--- config.mk ---
export PLATFORM = sky130hd
export DESIGN_NAME = atcs_top
export DESIGN_NICKNAME = d
export VERILOG_FILES = /design/src/core/atcs_pkg.sv /design/src/core/atcs_result_fifo.sv /design/src/core/atcs_top.sv
export SDC_FILE = /design/constraint.sdc
export NUM_CORES = 1
export LEC_CHECK = 0
export BUFFER_PORTS_ARGS = -buffer_cell sky130_fd_sc_hd__clkbuf_2
export CAP_MARGIN = 10
export CORE_MARGIN = 2
export CORE_UTILIZATION = 62
export CTS_BUF_LIST = sky130_fd_sc_hd__clkbuf_4 sky130_fd_sc_hd__clkbuf_8
export DETAILED_ROUTE_END_ITERATION = 8
export PLACE_DENSITY = 0.88
export SYNTH_ARGS = -nofsm -noshare
export SYNTH_HDL_FRONTEND = slang
export SYNTH_SLANG_ARGS = --single-unit
export TNS_END_PERCENT = 1
--- constraint.sdc ---
create_clock -name clock -period 6 [get_ports clock]
set_clock_uncertainty 0.15 [all_clocks]
set_input_delay 0.9 -clock clock [delete_from_list [all_inputs] [get_ports clock]]
set_output_delay 0.9 -clock clock [all_outputs]
set_load 0.03 [all_outputs]
--- src/core/atcs_pkg.sv ---
package atcs_pkg;

   // ---------------------------------------------------------------
   // register indices and byte addresses
   // ---------------------------------------------------------------
   localparam int ADDR_W = 12;
   localparam logic [7:0] IDX_SC1 = 8'h10;
   localparam logic [7:0] IDX_SC2 = 8'h11;
   localparam logic [7:0] IDX_RESULT = 8'h14;
   localparam logic [7:0] IDX_CMP = 8'h16;
   localparam logic [7:0] IDX_IRQ_STAT = 8'h20;
   localparam logic [7:0] IDX_IRQ_MASK = 8'h21;
   localparam logic [ADDR_W-1:0] ADDR_SC1 = {2'h0, IDX_SC1, 2'h0};
   localparam logic [ADDR_W-1:0] ADDR_SC2 = {2'h0, IDX_SC2, 2'h0};
   localparam logic [ADDR_W-1:0] ADDR_RESULT = {2'h0, IDX_RESULT, 2'h0};
   localparam logic [ADDR_W-1:0] ADDR_CMP = {2'h0, IDX_CMP, 2'h0};
   localparam logic [ADDR_W-1:0] ADDR_IRQ_STAT = {2'h0, IDX_IRQ_STAT, 2'h0};
   localparam logic [ADDR_W-1:0] ADDR_IRQ_MASK = {2'h0, IDX_IRQ_MASK, 2'h0};

   // ---------------------------------------------------------------
   // field positions
   // ---------------------------------------------------------------
   localparam int BIT_ACTIVE = 7;
   localparam int BIT_TRIG = 6;
   localparam int BIT_CMP_EN = 5;
   localparam int BIT_CMP_GT = 4;
   localparam int BIT_EMPTY = 3;
   localparam int BIT_FULL = 2;
   localparam int BIT_COMPLETE = 7;
   localparam int CHAN_W = 5;
   localparam int IRQ_DONE = 0;
   localparam int IRQ_OVWR = 1;
   localparam int IRQ_W = 2;

   // ---------------------------------------------------------------
   // reset values
   // ---------------------------------------------------------------
   localparam logic [CHAN_W-1:0] CHAN_OFF = 5'h1f;
   localparam logic [CHAN_W-1:0] RST_CHAN = 5'h1f;
   localparam logic [7:0] RST_SC2 = 8'h08;

   // ---------------------------------------------------------------
   // timing
   // ---------------------------------------------------------------
   localparam int CLK_PERIOD_NS = 5;
   localparam int CONV_TIME_NS = 100;
   localparam int CONV_CYCLES = (CONV_TIME_NS + CLK_PERIOD_NS - 1) / CLK_PERIOD_NS;
   localparam int CNT_W = 8;
   localparam int RES_W = 12;
   localparam int FIFO_DEPTH = 4;

   typedef enum logic [1:0] {
      ATCS_IDLE = 2'b01,
      ATCS_CONV = 2'b10
   } atcs_state_t;

endpackage

--- src/core/atcs_result_fifo.sv ---
`timescale 1ns/1ps
`default_nettype none
module atcs_result_fifo #(
   parameter int W = 12,
   parameter int DEPTH = 4
) (
   input wire logic clock,
   input wire logic srst,
   input wire logic flush,
   input wire logic push,
   input wire logic [W-1:0] push_data,
   input wire logic pop,
   output logic [W-1:0] head,
   output logic empty,
   output logic full,
   output logic overwrite
);
   localparam int PW = (DEPTH > 1) ? $clog2(DEPTH) : 1;
   localparam int CW = $clog2(DEPTH + 1);
   localparam logic [PW-1:0] PTR_LAST = PW'(DEPTH - 1);
   localparam logic [CW-1:0] CNT_FULL = CW'(DEPTH);

   logic [W-1:0] mem [DEPTH];
   logic [PW-1:0] wr_ptr_r, wr_ptr_nxt, rd_ptr_r, rd_ptr_nxt;
   logic [CW-1:0] count_r, count_nxt;
   logic do_pop;

   function automatic logic [PW-1:0] bump(input logic [PW-1:0] p);
      bump = (p == PTR_LAST) ? '0 : p + 1'b1;
   endfunction

   assign do_pop = pop && (count_r != '0);
   assign empty = (count_r == '0);
   assign full = (count_r == CNT_FULL);
   assign head = mem[rd_ptr_r];
   assign overwrite = push && full && !do_pop && !flush;

   // ---------------------------------------------------------------
   // pointer update
   // ---------------------------------------------------------------
   always_comb
   begin
      wr_ptr_nxt = wr_ptr_r;
      rd_ptr_nxt = rd_ptr_r;
      count_nxt = count_r;
      if (flush)
      begin
         wr_ptr_nxt = '0;
         rd_ptr_nxt = '0;
         count_nxt = '0;
      end
      else
      begin
         if (push)
            wr_ptr_nxt = bump(wr_ptr_r);
         if (do_pop || (push && full))
            rd_ptr_nxt = bump(rd_ptr_r);
         if (push && !do_pop && !full)
            count_nxt = count_r + 1'b1;
         else if (do_pop && !push)
            count_nxt = count_r - 1'b1;
      end
   end

   always_ff @(posedge clock)
   begin
      if (srst)
      begin
         wr_ptr_r <= '0;
         rd_ptr_r <= '0;
         count_r <= '0;
      end
      else
      begin
         wr_ptr_r <= wr_ptr_nxt;
         rd_ptr_r <= rd_ptr_nxt;
         count_r <= count_nxt;
      end
   end

   always_ff @(posedge clock)
   begin
      if (push && !flush)
         mem[wr_ptr_r] <= push_data;
   end

endmodule
`default_nettype wire

--- src/core/atcs_top.sv ---
// The APB interface to the registers is this design's own decision.
`timescale 1ns/1ps
`default_nettype none
module atcs_top #(
   parameter int RES_W = atcs_pkg::RES_W,
   parameter int FIFO_DEPTH = atcs_pkg::FIFO_DEPTH,
   parameter int CONV_CYCLES = atcs_pkg::CONV_CYCLES
) (
   input wire logic clock,
   input wire logic srst,
   input wire logic psel,
   input wire logic penable,
   input wire logic pwrite,
   input wire logic [atcs_pkg::ADDR_W-1:0] paddr,
   input wire logic [31:0] pwdata,
   output logic [31:0] prdata,
   output logic pready,
   output logic pslverr,
   input wire logic hardware_trigger_in,
   input wire logic [RES_W-1:0] sample_value,
   output logic conv_start,
   output logic [atcs_pkg::CHAN_W-1:0] conv_channel,
   output logic irq
);
   localparam logic [atcs_pkg::CNT_W-1:0] CNT_LAST = atcs_pkg::CNT_W'(CONV_CYCLES - 1);

   // ---------------------------------------------------------------
   // state
   // ---------------------------------------------------------------
   atcs_pkg::atcs_state_t state_r, state_nxt;
   logic [atcs_pkg::CNT_W-1:0] cnt_r, cnt_nxt;
   logic start_r, start_nxt;
   logic [atcs_pkg::CHAN_W-1:0] conv_chan_r, conv_chan_nxt;
   logic [31:0] prdata_r, prdata_nxt;
   logic pready_r, pready_nxt;
   logic pslverr_r, pslverr_nxt;
   logic [atcs_pkg::CHAN_W-1:0] chan_r, chan_nxt;
   logic complete_r, complete_nxt;
   logic trig_sel_r, trig_sel_nxt;
   logic cmp_en_r, cmp_en_nxt;
   logic cmp_gt_r, cmp_gt_nxt;
   logic [RES_W-1:0] cmp_val_r, cmp_val_nxt;
   logic [atcs_pkg::IRQ_W-1:0] stat_r, stat_nxt, mask_r, mask_nxt, stat_set;
   logic irq_r, irq_nxt;
   logic hwt_meta_r, hwt_sync_r, hwt_prev_r;

   logic setup, xfer, wr, rd, mapped;
   logic hit_sc1, hit_sc2, hit_res, hit_cmp, hit_stat, hit_mask;
   logic sc1_wr, chan_off_wr, res_rd, hw_edge, sw_start, hw_start;
   logic conv_end, compare_true, complete_set;
   logic [RES_W-1:0] fifo_head;
   logic fifo_empty, fifo_full, fifo_ovwr;
   logic [31:0] rd_mux;

   // ---------------------------------------------------------------
   // bus decode
   // ---------------------------------------------------------------
   assign setup = psel && !penable;
   assign xfer = psel && penable && pready_r;
   assign wr = xfer && pwrite;
   assign rd = xfer && !pwrite;
   assign hit_sc1 = (paddr == atcs_pkg::ADDR_SC1);
   assign hit_sc2 = (paddr == atcs_pkg::ADDR_SC2);
   assign hit_res = (paddr == atcs_pkg::ADDR_RESULT);
   assign hit_cmp = (paddr == atcs_pkg::ADDR_CMP);
   assign hit_stat = (paddr == atcs_pkg::ADDR_IRQ_STAT);
   assign hit_mask = (paddr == atcs_pkg::ADDR_IRQ_MASK);
   assign mapped = hit_sc1 || hit_sc2 || hit_res || hit_cmp || hit_stat || hit_mask;
   assign sc1_wr = wr && hit_sc1;
   assign chan_off_wr = sc1_wr && (pwdata[atcs_pkg::CHAN_W-1:0] == atcs_pkg::CHAN_OFF);
   assign res_rd = rd && hit_res;

   // ---------------------------------------------------------------
   // trigger sources
   // ---------------------------------------------------------------
   assign hw_edge = hwt_sync_r && !hwt_prev_r;
   assign sw_start = sc1_wr && !chan_off_wr && !trig_sel_r;
   // a channel-off write in the same cycle beats a hardware edge
   assign hw_start = hw_edge && trig_sel_r
                     && (chan_r != atcs_pkg::CHAN_OFF)
                     && !chan_off_wr;

   // ---------------------------------------------------------------
   // compare direction
   // ---------------------------------------------------------------
   assign compare_true = cmp_gt_r ? (sample_value >= cmp_val_r)
                                  : (sample_value < cmp_val_r);
   assign complete_set = conv_end && (!cmp_en_r || compare_true);

   // failed compares never reach the queue
   atcs_result_fifo #(
      .W(RES_W),
      .DEPTH(FIFO_DEPTH)
   ) u_fifo (
      .clock(clock),
      .srst(srst),
      .flush(chan_off_wr),
      .push(complete_set),
      .push_data(sample_value),
      .pop(res_rd),
      .head(fifo_head),
      .empty(fifo_empty),
      .full(fifo_full),
      .overwrite(fifo_ovwr)
   );

   // ---------------------------------------------------------------
   // conversion engine
   // ---------------------------------------------------------------
   always_comb
   begin
      state_nxt = state_r;
      cnt_nxt = cnt_r;
      start_nxt = 1'b0;
      conv_end = 1'b0;
      conv_chan_nxt = conv_chan_r;
      case (state_r)
         atcs_pkg::ATCS_IDLE:
         begin
            if (sw_start || hw_start)
            begin
               state_nxt = atcs_pkg::ATCS_CONV;
               cnt_nxt = '0;
               start_nxt = 1'b1;
               conv_chan_nxt = sw_start ? pwdata[atcs_pkg::CHAN_W-1:0] : chan_r;
            end
         end
         atcs_pkg::ATCS_CONV:
         begin
            if (sc1_wr)
            begin
               // abort; restart only on software trigger with a live channel
               state_nxt = sw_start ? atcs_pkg::ATCS_CONV : atcs_pkg::ATCS_IDLE;
               cnt_nxt = '0;
               start_nxt = sw_start;
               conv_chan_nxt = sw_start ? pwdata[atcs_pkg::CHAN_W-1:0] : conv_chan_r;
            end
            else if (cnt_r == CNT_LAST)
            begin
               state_nxt = atcs_pkg::ATCS_IDLE;
               conv_end = 1'b1;
            end
            else
               cnt_nxt = cnt_r + 1'b1;
         end
         default:
         begin
            state_nxt = atcs_pkg::ATCS_IDLE;
         end
      endcase
   end

   always_ff @(posedge clock)
   begin
      if (srst)
      begin
         state_r <= atcs_pkg::ATCS_IDLE;
         cnt_r <= '0;
         start_r <= 1'b0;
         conv_chan_r <= atcs_pkg::RST_CHAN;
         hwt_meta_r <= 1'b0;
         hwt_sync_r <= 1'b0;
         hwt_prev_r <= 1'b0;
      end
      else
      begin
         state_r <= state_nxt;
         cnt_r <= cnt_nxt;
         start_r <= start_nxt;
         conv_chan_r <= conv_chan_nxt;
         hwt_meta_r <= hardware_trigger_in;
         hwt_sync_r <= hwt_meta_r;
         hwt_prev_r <= hwt_sync_r;
      end
   end

   // ---------------------------------------------------------------
   // read mux
   // ---------------------------------------------------------------
   always_comb
   begin
      rd_mux = 32'h0;
      if (hit_sc1)
         rd_mux[7:0] = {complete_r, 2'h0, chan_r};
      else if (hit_sc2)
         rd_mux[7:0] = {state_r == atcs_pkg::ATCS_CONV,
                        trig_sel_r, cmp_en_r, cmp_gt_r,
                        fifo_empty,
                        fifo_full,
                        2'h0};
      else if (hit_res)
         rd_mux[RES_W-1:0] = fifo_head;
      else if (hit_cmp)
         rd_mux[RES_W-1:0] = cmp_val_r;
      else if (hit_stat)
         rd_mux[atcs_pkg::IRQ_W-1:0] = stat_r;
      else if (hit_mask)
         rd_mux[atcs_pkg::IRQ_W-1:0] = mask_r;
   end

   // ---------------------------------------------------------------
   // bus slave and registers
   // ---------------------------------------------------------------
   always_comb
   begin
      pready_nxt = setup;
      pslverr_nxt = setup && !mapped;
      // read data frozen at setup, shown in the access cycle
      prdata_nxt = (setup && !pwrite) ? rd_mux : prdata_r;
      chan_nxt = chan_r;
      trig_sel_nxt = trig_sel_r;
      cmp_en_nxt = cmp_en_r;
      cmp_gt_nxt = cmp_gt_r;
      cmp_val_nxt = cmp_val_r;
      mask_nxt = mask_r;
      stat_set = '0;
      if (sc1_wr)
         chan_nxt = pwdata[atcs_pkg::CHAN_W-1:0];
      if (wr && hit_sc2)
      begin
         // active, empty and full bits take no write
         trig_sel_nxt = pwdata[atcs_pkg::BIT_TRIG];
         cmp_en_nxt = pwdata[atcs_pkg::BIT_CMP_EN];
         cmp_gt_nxt = pwdata[atcs_pkg::BIT_CMP_GT];
      end
      if (wr && hit_cmp)
         cmp_val_nxt = pwdata[RES_W-1:0];
      if (wr && hit_mask)
         mask_nxt = pwdata[atcs_pkg::IRQ_W-1:0];
      // completion flag: set wins over clear
      if (complete_set)
         complete_nxt = 1'b1;
      else if (sc1_wr || res_rd)
         complete_nxt = 1'b0;
      else
         complete_nxt = complete_r;
      stat_set[atcs_pkg::IRQ_DONE] = complete_set;
      stat_set[atcs_pkg::IRQ_OVWR] = fifo_ovwr;
      stat_nxt = stat_r | stat_set;
      if (wr && hit_stat)
         stat_nxt = (stat_r & ~pwdata[atcs_pkg::IRQ_W-1:0]) | stat_set;
      irq_nxt = |(stat_nxt & mask_nxt);
   end

   always_ff @(posedge clock)
   begin
      if (srst)
      begin
         pready_r <= 1'b0;
         pslverr_r <= 1'b0;
         prdata_r <= 32'h0;
         chan_r <= atcs_pkg::RST_CHAN;
         complete_r <= 1'b0;
         trig_sel_r <= atcs_pkg::RST_SC2[atcs_pkg::BIT_TRIG];
         cmp_en_r <= atcs_pkg::RST_SC2[atcs_pkg::BIT_CMP_EN];
         cmp_gt_r <= atcs_pkg::RST_SC2[atcs_pkg::BIT_CMP_GT];
         cmp_val_r <= '0;
         stat_r <= '0;
         mask_r <= '0;
         irq_r <= 1'b0;
      end
      else
      begin
         pready_r <= pready_nxt;
         pslverr_r <= pslverr_nxt;
         prdata_r <= prdata_nxt;
         chan_r <= chan_nxt;
         complete_r <= complete_nxt;
         trig_sel_r <= trig_sel_nxt;
         cmp_en_r <= cmp_en_nxt;
         cmp_gt_r <= cmp_gt_nxt;
         cmp_val_r <= cmp_val_nxt;
         stat_r <= stat_nxt;
         mask_r <= mask_nxt;
         irq_r <= irq_nxt;
      end
   end

   assign prdata = prdata_r;
   assign pready = pready_r;
   assign pslverr = pslverr_r;
   assign conv_start = start_r;
   assign conv_channel = conv_chan_r;
   assign irq = irq_r;

endmodule
`default_nettype wire

Word-level counts from Yosys, hierarchy flattened
Memory sizes are Yosys's and may differ from the RTL's. A register that Yosys moved wholly into a read port is not among the register bits.
Index checks and enable logic that the tools add are counted.
{ "op_classes": {"reduce_logical": 58, "add_sub_neg": 5, "eq_ne": 19, "bitwise": 5, "n_mux": 42, "n_lt_le_gt_ge": 2} }
{ "op_table": {"columns": ["op", "n"], "rows": [
  ["== test 12 x 7 -> 1 bit, second input constant", 4],
  ["2-to-1 mux 8 bit", 5],
  ["logical AND 1 bit", 29],
  ["2-to-1 mux 2 bit", 13],
  ["== test 12 x 8 -> 1 bit, second input constant", 2],
  ["2-to-1 mux 5 bit", 4],
  ["one-hot mux 8 bit (2 select lines)", 1],
  ["greater-or-equal comparator 12 bit", 1],
  ["less-than comparator 12 bit", 1],
  ["2-to-1 mux 12 bit", 1],
  ["logical NOT 1 bit", 10],
  ["2-to-1 mux 1 bit", 10],
  ["2-to-1 mux 10 bit", 1],
  ["one-hot mux 5 bit (2 select lines)", 1],
  ["logical OR 1 bit", 9],
  ["adder 8 x 1 -> 8 bit, second input constant", 1],
  ["== test 8 x 5 -> 1 bit, second input constant", 1],
  ["2-to-1 mux 4 bit", 2],
  ["== test 2 bit, second input constant", 3],
  ["2-to-1 mux 3 bit", 2],
  ["inequality test 2 bit, second input constant", 3],
  ["inequality test 3 bit, second input constant", 2],
  ["nonzero test 2 bit", 3],
  ["== test 5 bit, second input constant", 1],
  ["17 further kinds", 21]
]} }
{ "word_totals": {"memories": 1, "ram_bits": 48, "wordCells": 154, "output_inout_bits": 41, "reg_bits": 66} }
{ "memory_table": {"columns": ["memory", "depth", "width", "rd", "rd_clocked_by_memory_dff", "write_ports", "line_no", "rtl"], "rows": [
  ["u_fifo.mem", 4, 12, 1, 1, 1, "atcs_result_fifo.sv:23", "logic [W-1:0] mem [DEPTH];"]
]} }

Longest topological paths before layout
{ "depth": {"depth_word": 14, "ltp_mapped": 13, "depth_no_buf": 13} }

Hierarchy
A second synthesis with hierarchy kept.
{ "unflattened": {"hier_cells": 531, "hier_area_um2": 5706.7} }
{ "by_module_without_submodules": {"columns": ["module", "instances", "area_per_inst_um2", "cells_each"], "rows": [
  ["atcs_top", 1, 3388.2, 399],
  ["atcs_result_fifo", 1, 2318.5, 132]
]} }

Least setup slack after synthesis
OpenSTA, ideal clock, no wires.
{ "synth_timing": {"path_type": "input port to flip-flop", "from": "in sample_value[9]", "to": "reg u_fifo.count_r[2]", "setup_slack_ns": 2.239, "stages": 12, "t_arrival_ns": 3.541, "n_path_buf": 0, "path_cell_list": "ha_1 > a21o_1 > a21o_1 > and2_1 > o31a_1 > o21ai_1 > and2_1 > nand3_1 > fa_1 > and4_1 > o32a_1 > a21oi_1"} }
{ "synth_between": {"elab_chain_cells": 7} }
{ "synth_rtl": {"columns": ["item", "line_no", "rtl"], "rows": [
  ["start, declared", "atcs_top.sv:20", "input wire logic [RES_W-1:0] sample_value,"],
  ["less-than comparator 12 bit / greater-or-equal comparator 12 bit (equally long branches)", "atcs_top.sv:87, atcs_top.sv:86", null],
  ["2-to-1 mux 1 bit (*)", "atcs_top.sv:86", "assign compare_true = cmp_gt_r ? (sample_value >= cmp_val_r)"],
  ["logical OR 1 bit (*)", "atcs_top.sv:88", "assign complete_set = conv_end && (!cmp_en_r || compare_true);"],
  ["logical AND 1 bit (*)", "atcs_top.sv:88", null],
  ["logical AND 1 bit / logical NOT 1 bit (equally long branches)", "atcs_result_fifo.sv:58, atcs_result_fifo.sv:60", null],
  ["logical AND 1 bit (on tied branches)", "atcs_result_fifo.sv:58, atcs_result_fifo.sv:60", null],
  ["2-to-1 mux 3 bit / nonzero test 2 bit (equally long branches)", null, null],
  ["end signal, assigned", "atcs_result_fifo.sv:77", "count_r <= count_nxt;"],
  ["end, declared", "atcs_result_fifo.sv:25", "logic [CW-1:0] count_r, count_nxt;"]
]} }
Every way passes the cells marked *; elsewhere a longest branch is shown, timed or not.
A chain may end at the register's enable or synchronous reset.

Worst setup path in the final report
{ "layout_timing": {"from": "in sample_value[11]", "to": "reg u_fifo.count_r[2]"} }
The elaborated chain is that of the path after synthesis.

==> run_results.csv <==
group,metric,value,unit
cells_and_area,nFillCells,565,
clock_tree,clockBufferDepth,2,
logic_synthesis,ys_seq_area_frac,0.502,
drt,wl_per_cell,17.8,um
sta,finalMaxSlewViolations,0,
sta,finalSetupViolations,0,
placement,place_ws,1.71,ns
worst_hold_path,hp-class,"reg2reg",
sta,worst_slack,1.98,ns
floorplanning,core,0.00872,mm2
cells_and_area,area.sequential,0.00280,mm2
drt,first_iter_violations,402,
setup_path,reg2reg_from,"cmp_val_r[11]",
clock_tree,path_clk_slew,0.07,ns
flow_run,max-cap-violations,0,
drt,viasPerCell,6.18,
power_and_ir_drop,p_total,1.72,mW
global_route,grt_util_all_layers,0.261,
cells_and_area,drive_above_1_share,0.223,
logic_synthesis,ys_seq_elements,116,
clock_tree,cts.repair.resized,0,
global_route,grt_pass1_vias,4056,
logic_synthesis,async_flop_share,0,
cells_and_area,stdcell_area,0.00631,mm2
setup_path,startpoint_type,"primary input",
logic_synthesis,ys.flop_type,"dfxtp_1",
setup_path,critPathLaunch,"sample_value[11]",
setup_path,r2r_cells,13,
clock_tree,post_cts_buffers,0,
drt,first_pass_iters,6,
clock_tree,cts_tree,"yes",
clock_tree,worstSkewPairLatency,0.44,ns
cells_and_area,instances_no_fill,710,
clock_tree,cts_buffers,17,
logic_synthesis,avgSynthCellArea,10.6,um2
logic_synthesis,synthCells,529,
cells_and_area,fin_util,0.723,
sta,grt_setup_unrepaired,"no",
floorplanning,fp.dieArea,0.00978,mm2
outcome,status,"finished clean",
logic_synthesis,ys_types,63,
global_route,grt_overflow,0,
power_and_ir_drop,p_leak,2.40,nW
global_route,grt_max_degree,61,
sta,hold_ws,0.301,ns
clock_tree,cts_hold_buffers,0,
floorplanning,die_y,98.9,um
power_and_ir_drop,ir_drop,0.000155,V
floorplanning,num_io_pins,103,
placement,dp.cells,677,
floorplanning,row_count,34,
logic_synthesis,synth-edff-count,48,
cells_and_area,mostFrequentLayoutCells,"dfxtp_1 (68), clkbuf_2 (62), nand2_1 (61), nor2_1 (48), edfxtp_1 (48)",
worst_hold_path,hold-path-cell-count,1,
setup_path,cp.required,6.21,ns
placement,routabilityCongestion,0.900,
sta,min_period,4.02,ns
cells_and_area,diodes,0,
placement,hpwl,8720,um
sta,final_hold_viol_count,0,
clock_tree,htree_levels,4,
drt,via_count,4387,
cells_and_area,final_common_cell,"dfxtp_1",
clock_tree,root_buffer,"clkbuf_8",
logic_synthesis,synth_warnings,0,
worst_hold_path,hp-start,"hwt_meta_r",
sta,slew_headroom,0.339,
global_route,grt_first_pass_wirelength,19800,um
floorplanning,start_util,0.640,
setup_path,worstPathArrival,4.24,ns
setup_path,worstPathMaxFanout,10,
floorplanning,die_w,98.9,um
setup_path,worst_setup_path_end_kind,"register",
drt,routed_wirelength,12600,um
sta,fmax,249,MHz
logic_synthesis,synth_area,0.00558,mm2
placement,port_buffers,62,
placement,dpl_cell_area,0.00586,mm2
drt,ant_nets,0,
sta,tns,0,ns
power_and_ir_drop,p_per_area,272,mW/mm2
sta,fin_crit_sh,0.670,
cells_and_area,multiInputGateArea,0.00253,mm2
sta,worstMarginPinSlew,0.987,ns
cells_and_area,final_nets,672,
global_route,antenna_found_initial,0,
cells_and_area,area_delta_synth_final,13.0,%
clock_tree,clock_sinks,116,
setup_path,worst-setup-path-type,"in2reg",
drt,route.detailed.drc,0,
## power breakdown
| part | internal [mW] | total [mW] | switching (mW) |
|---|---|---|---|
| clock | 0.463 | 0.799 | 0.336 |
| combinational | 0.0273 | 0.0914 | 0.0641 |
| sequential | 0.823 | 0.825 | 0.00207 |
## cell families (layout without fill, tap and decap cells)
| logic type | Yosys count | in the layout | synth area share |
|---|---|---|---|
| DFF | 116 | 116 | 0.502 |
| adders and majority gates | 21 | 21 | 0.0484 |
| buffers and inverters | 62 | 116 | 0.0578 |
| other | 1 | 20 | 0.000672 |
| muxes | 34 | 34 | 0.0905 |
| AOI/OAI and AO/OA | 92 | 92 | 0.108 |
| and+or+nand+nor | 201 | 201 | 0.189 |
| xor gates and xnor gates | 2 | 2 | 0.00314 |
## synthesized netlist by cell type, drive strengths merged, types with 3 or more instances
| master | instances | area share |
|---|---|---|
| a211oi | 8 | 0.011 |
| clkbuf | 15 | 0.010 |
| a22oi | 4 | 0.0054 |
| or3 | 4 | 0.0045 |
| a222oi | 4 | 0.0072 |
| buf | 27 | 0.034 |
| a221oi | 4 | 0.0063 |
| inv | 20 | 0.013 |
| edfxtp | 48 | 0.26 |
| nor2b | 10 | 0.011 |
| nor4 | 3 | 0.0083 |
| nand3 | 14 | 0.013 |
| and4 | 4 | 0.0065 |
| mux4 | 12 | 0.048 |
| or2 | 4 | 0.0049 |
| nand2b | 3 | 0.0034 |
| and2 | 4 | 0.0045 |
| nand2 | 62 | 0.042 |
| and3 | 8 | 0.0090 |
| nor3b | 3 | 0.0061 |
| a21oi | 35 | 0.031 |
| o21ai | 15 | 0.014 |
| or3b | 3 | 0.0047 |
| mux2i | 10 | 0.018 |
| ha | 20 | 0.045 |
| dfxtp | 68 | 0.24 |
| nand4 | 5 | 0.0056 |
| mux2 | 12 | 0.024 |
| nor2 | 48 | 0.032 |
| nand3b | 7 | 0.0094 |
| a211o | 7 | 0.011 |
| nor3 | 12 | 0.012 |
## layer usage
layer / vias up / share of wire / GRT usage / wire length (um)
met5: - / 0 / 0 / 0
met4: 0 / 0.019 / 0.0906 / 239
met3: 31 / 0.083 / 0.0610 / 1050
met2: 261 / 0.50 / 0.436 / 6330
met1: 2080 / 0.40 / 0.336 / 4990
li1: 2015 / - / - / -
## path summary, 6_finish.rpt
check                                    endpoint  slack [ns]
worst max-delay path            u_fifo.count_r[2]        1.98
worst min-delay path                   hwt_sync_r        0.30
worst max register to register  u_fifo.count_r[2]        2.16
worst min register to register         hwt_sync_r        0.30
## critical path, stage by stage
cell,delay [ns]
clkbuf_2,0.12
ha_1,0.35
nand4_1,0.22
nor2_1,0.19
a2bb2oi_1,0.37
nor4b_1,0.10
o21ai_1,0.49
and2_1,0.26
nand3_1,0.10
fa_1,0.44
a2111oi_0,0.42
o21ai_0,0.14
a21oi_1,0.15
## registers in the layout, summed over array words and instances (netlist names), 2 cells and up, named ones only
signal,count
u_fifo.count_r,3
prdata,12
u_fifo.mem,48
state_r,2
cnt_r,8
u_fifo.rd_ptr_r,2
stat_r,2
u_fifo.wr_ptr_r,2
cmp_val_r,12
conv_channel,5
mask_r,2
chan_r,5
## layout make-up
cell class,instances,share of cell area
clock buffers,18,0.0383
clock inverters,14,0.0317
inverters,20,0.0119
multi-input cells,370,0.401
flip-flops and latches,116,0.444
well taps,108,0.0214
repair buffers,64,0.0516
Note: power is estimated with default switching activity, not from simulation.
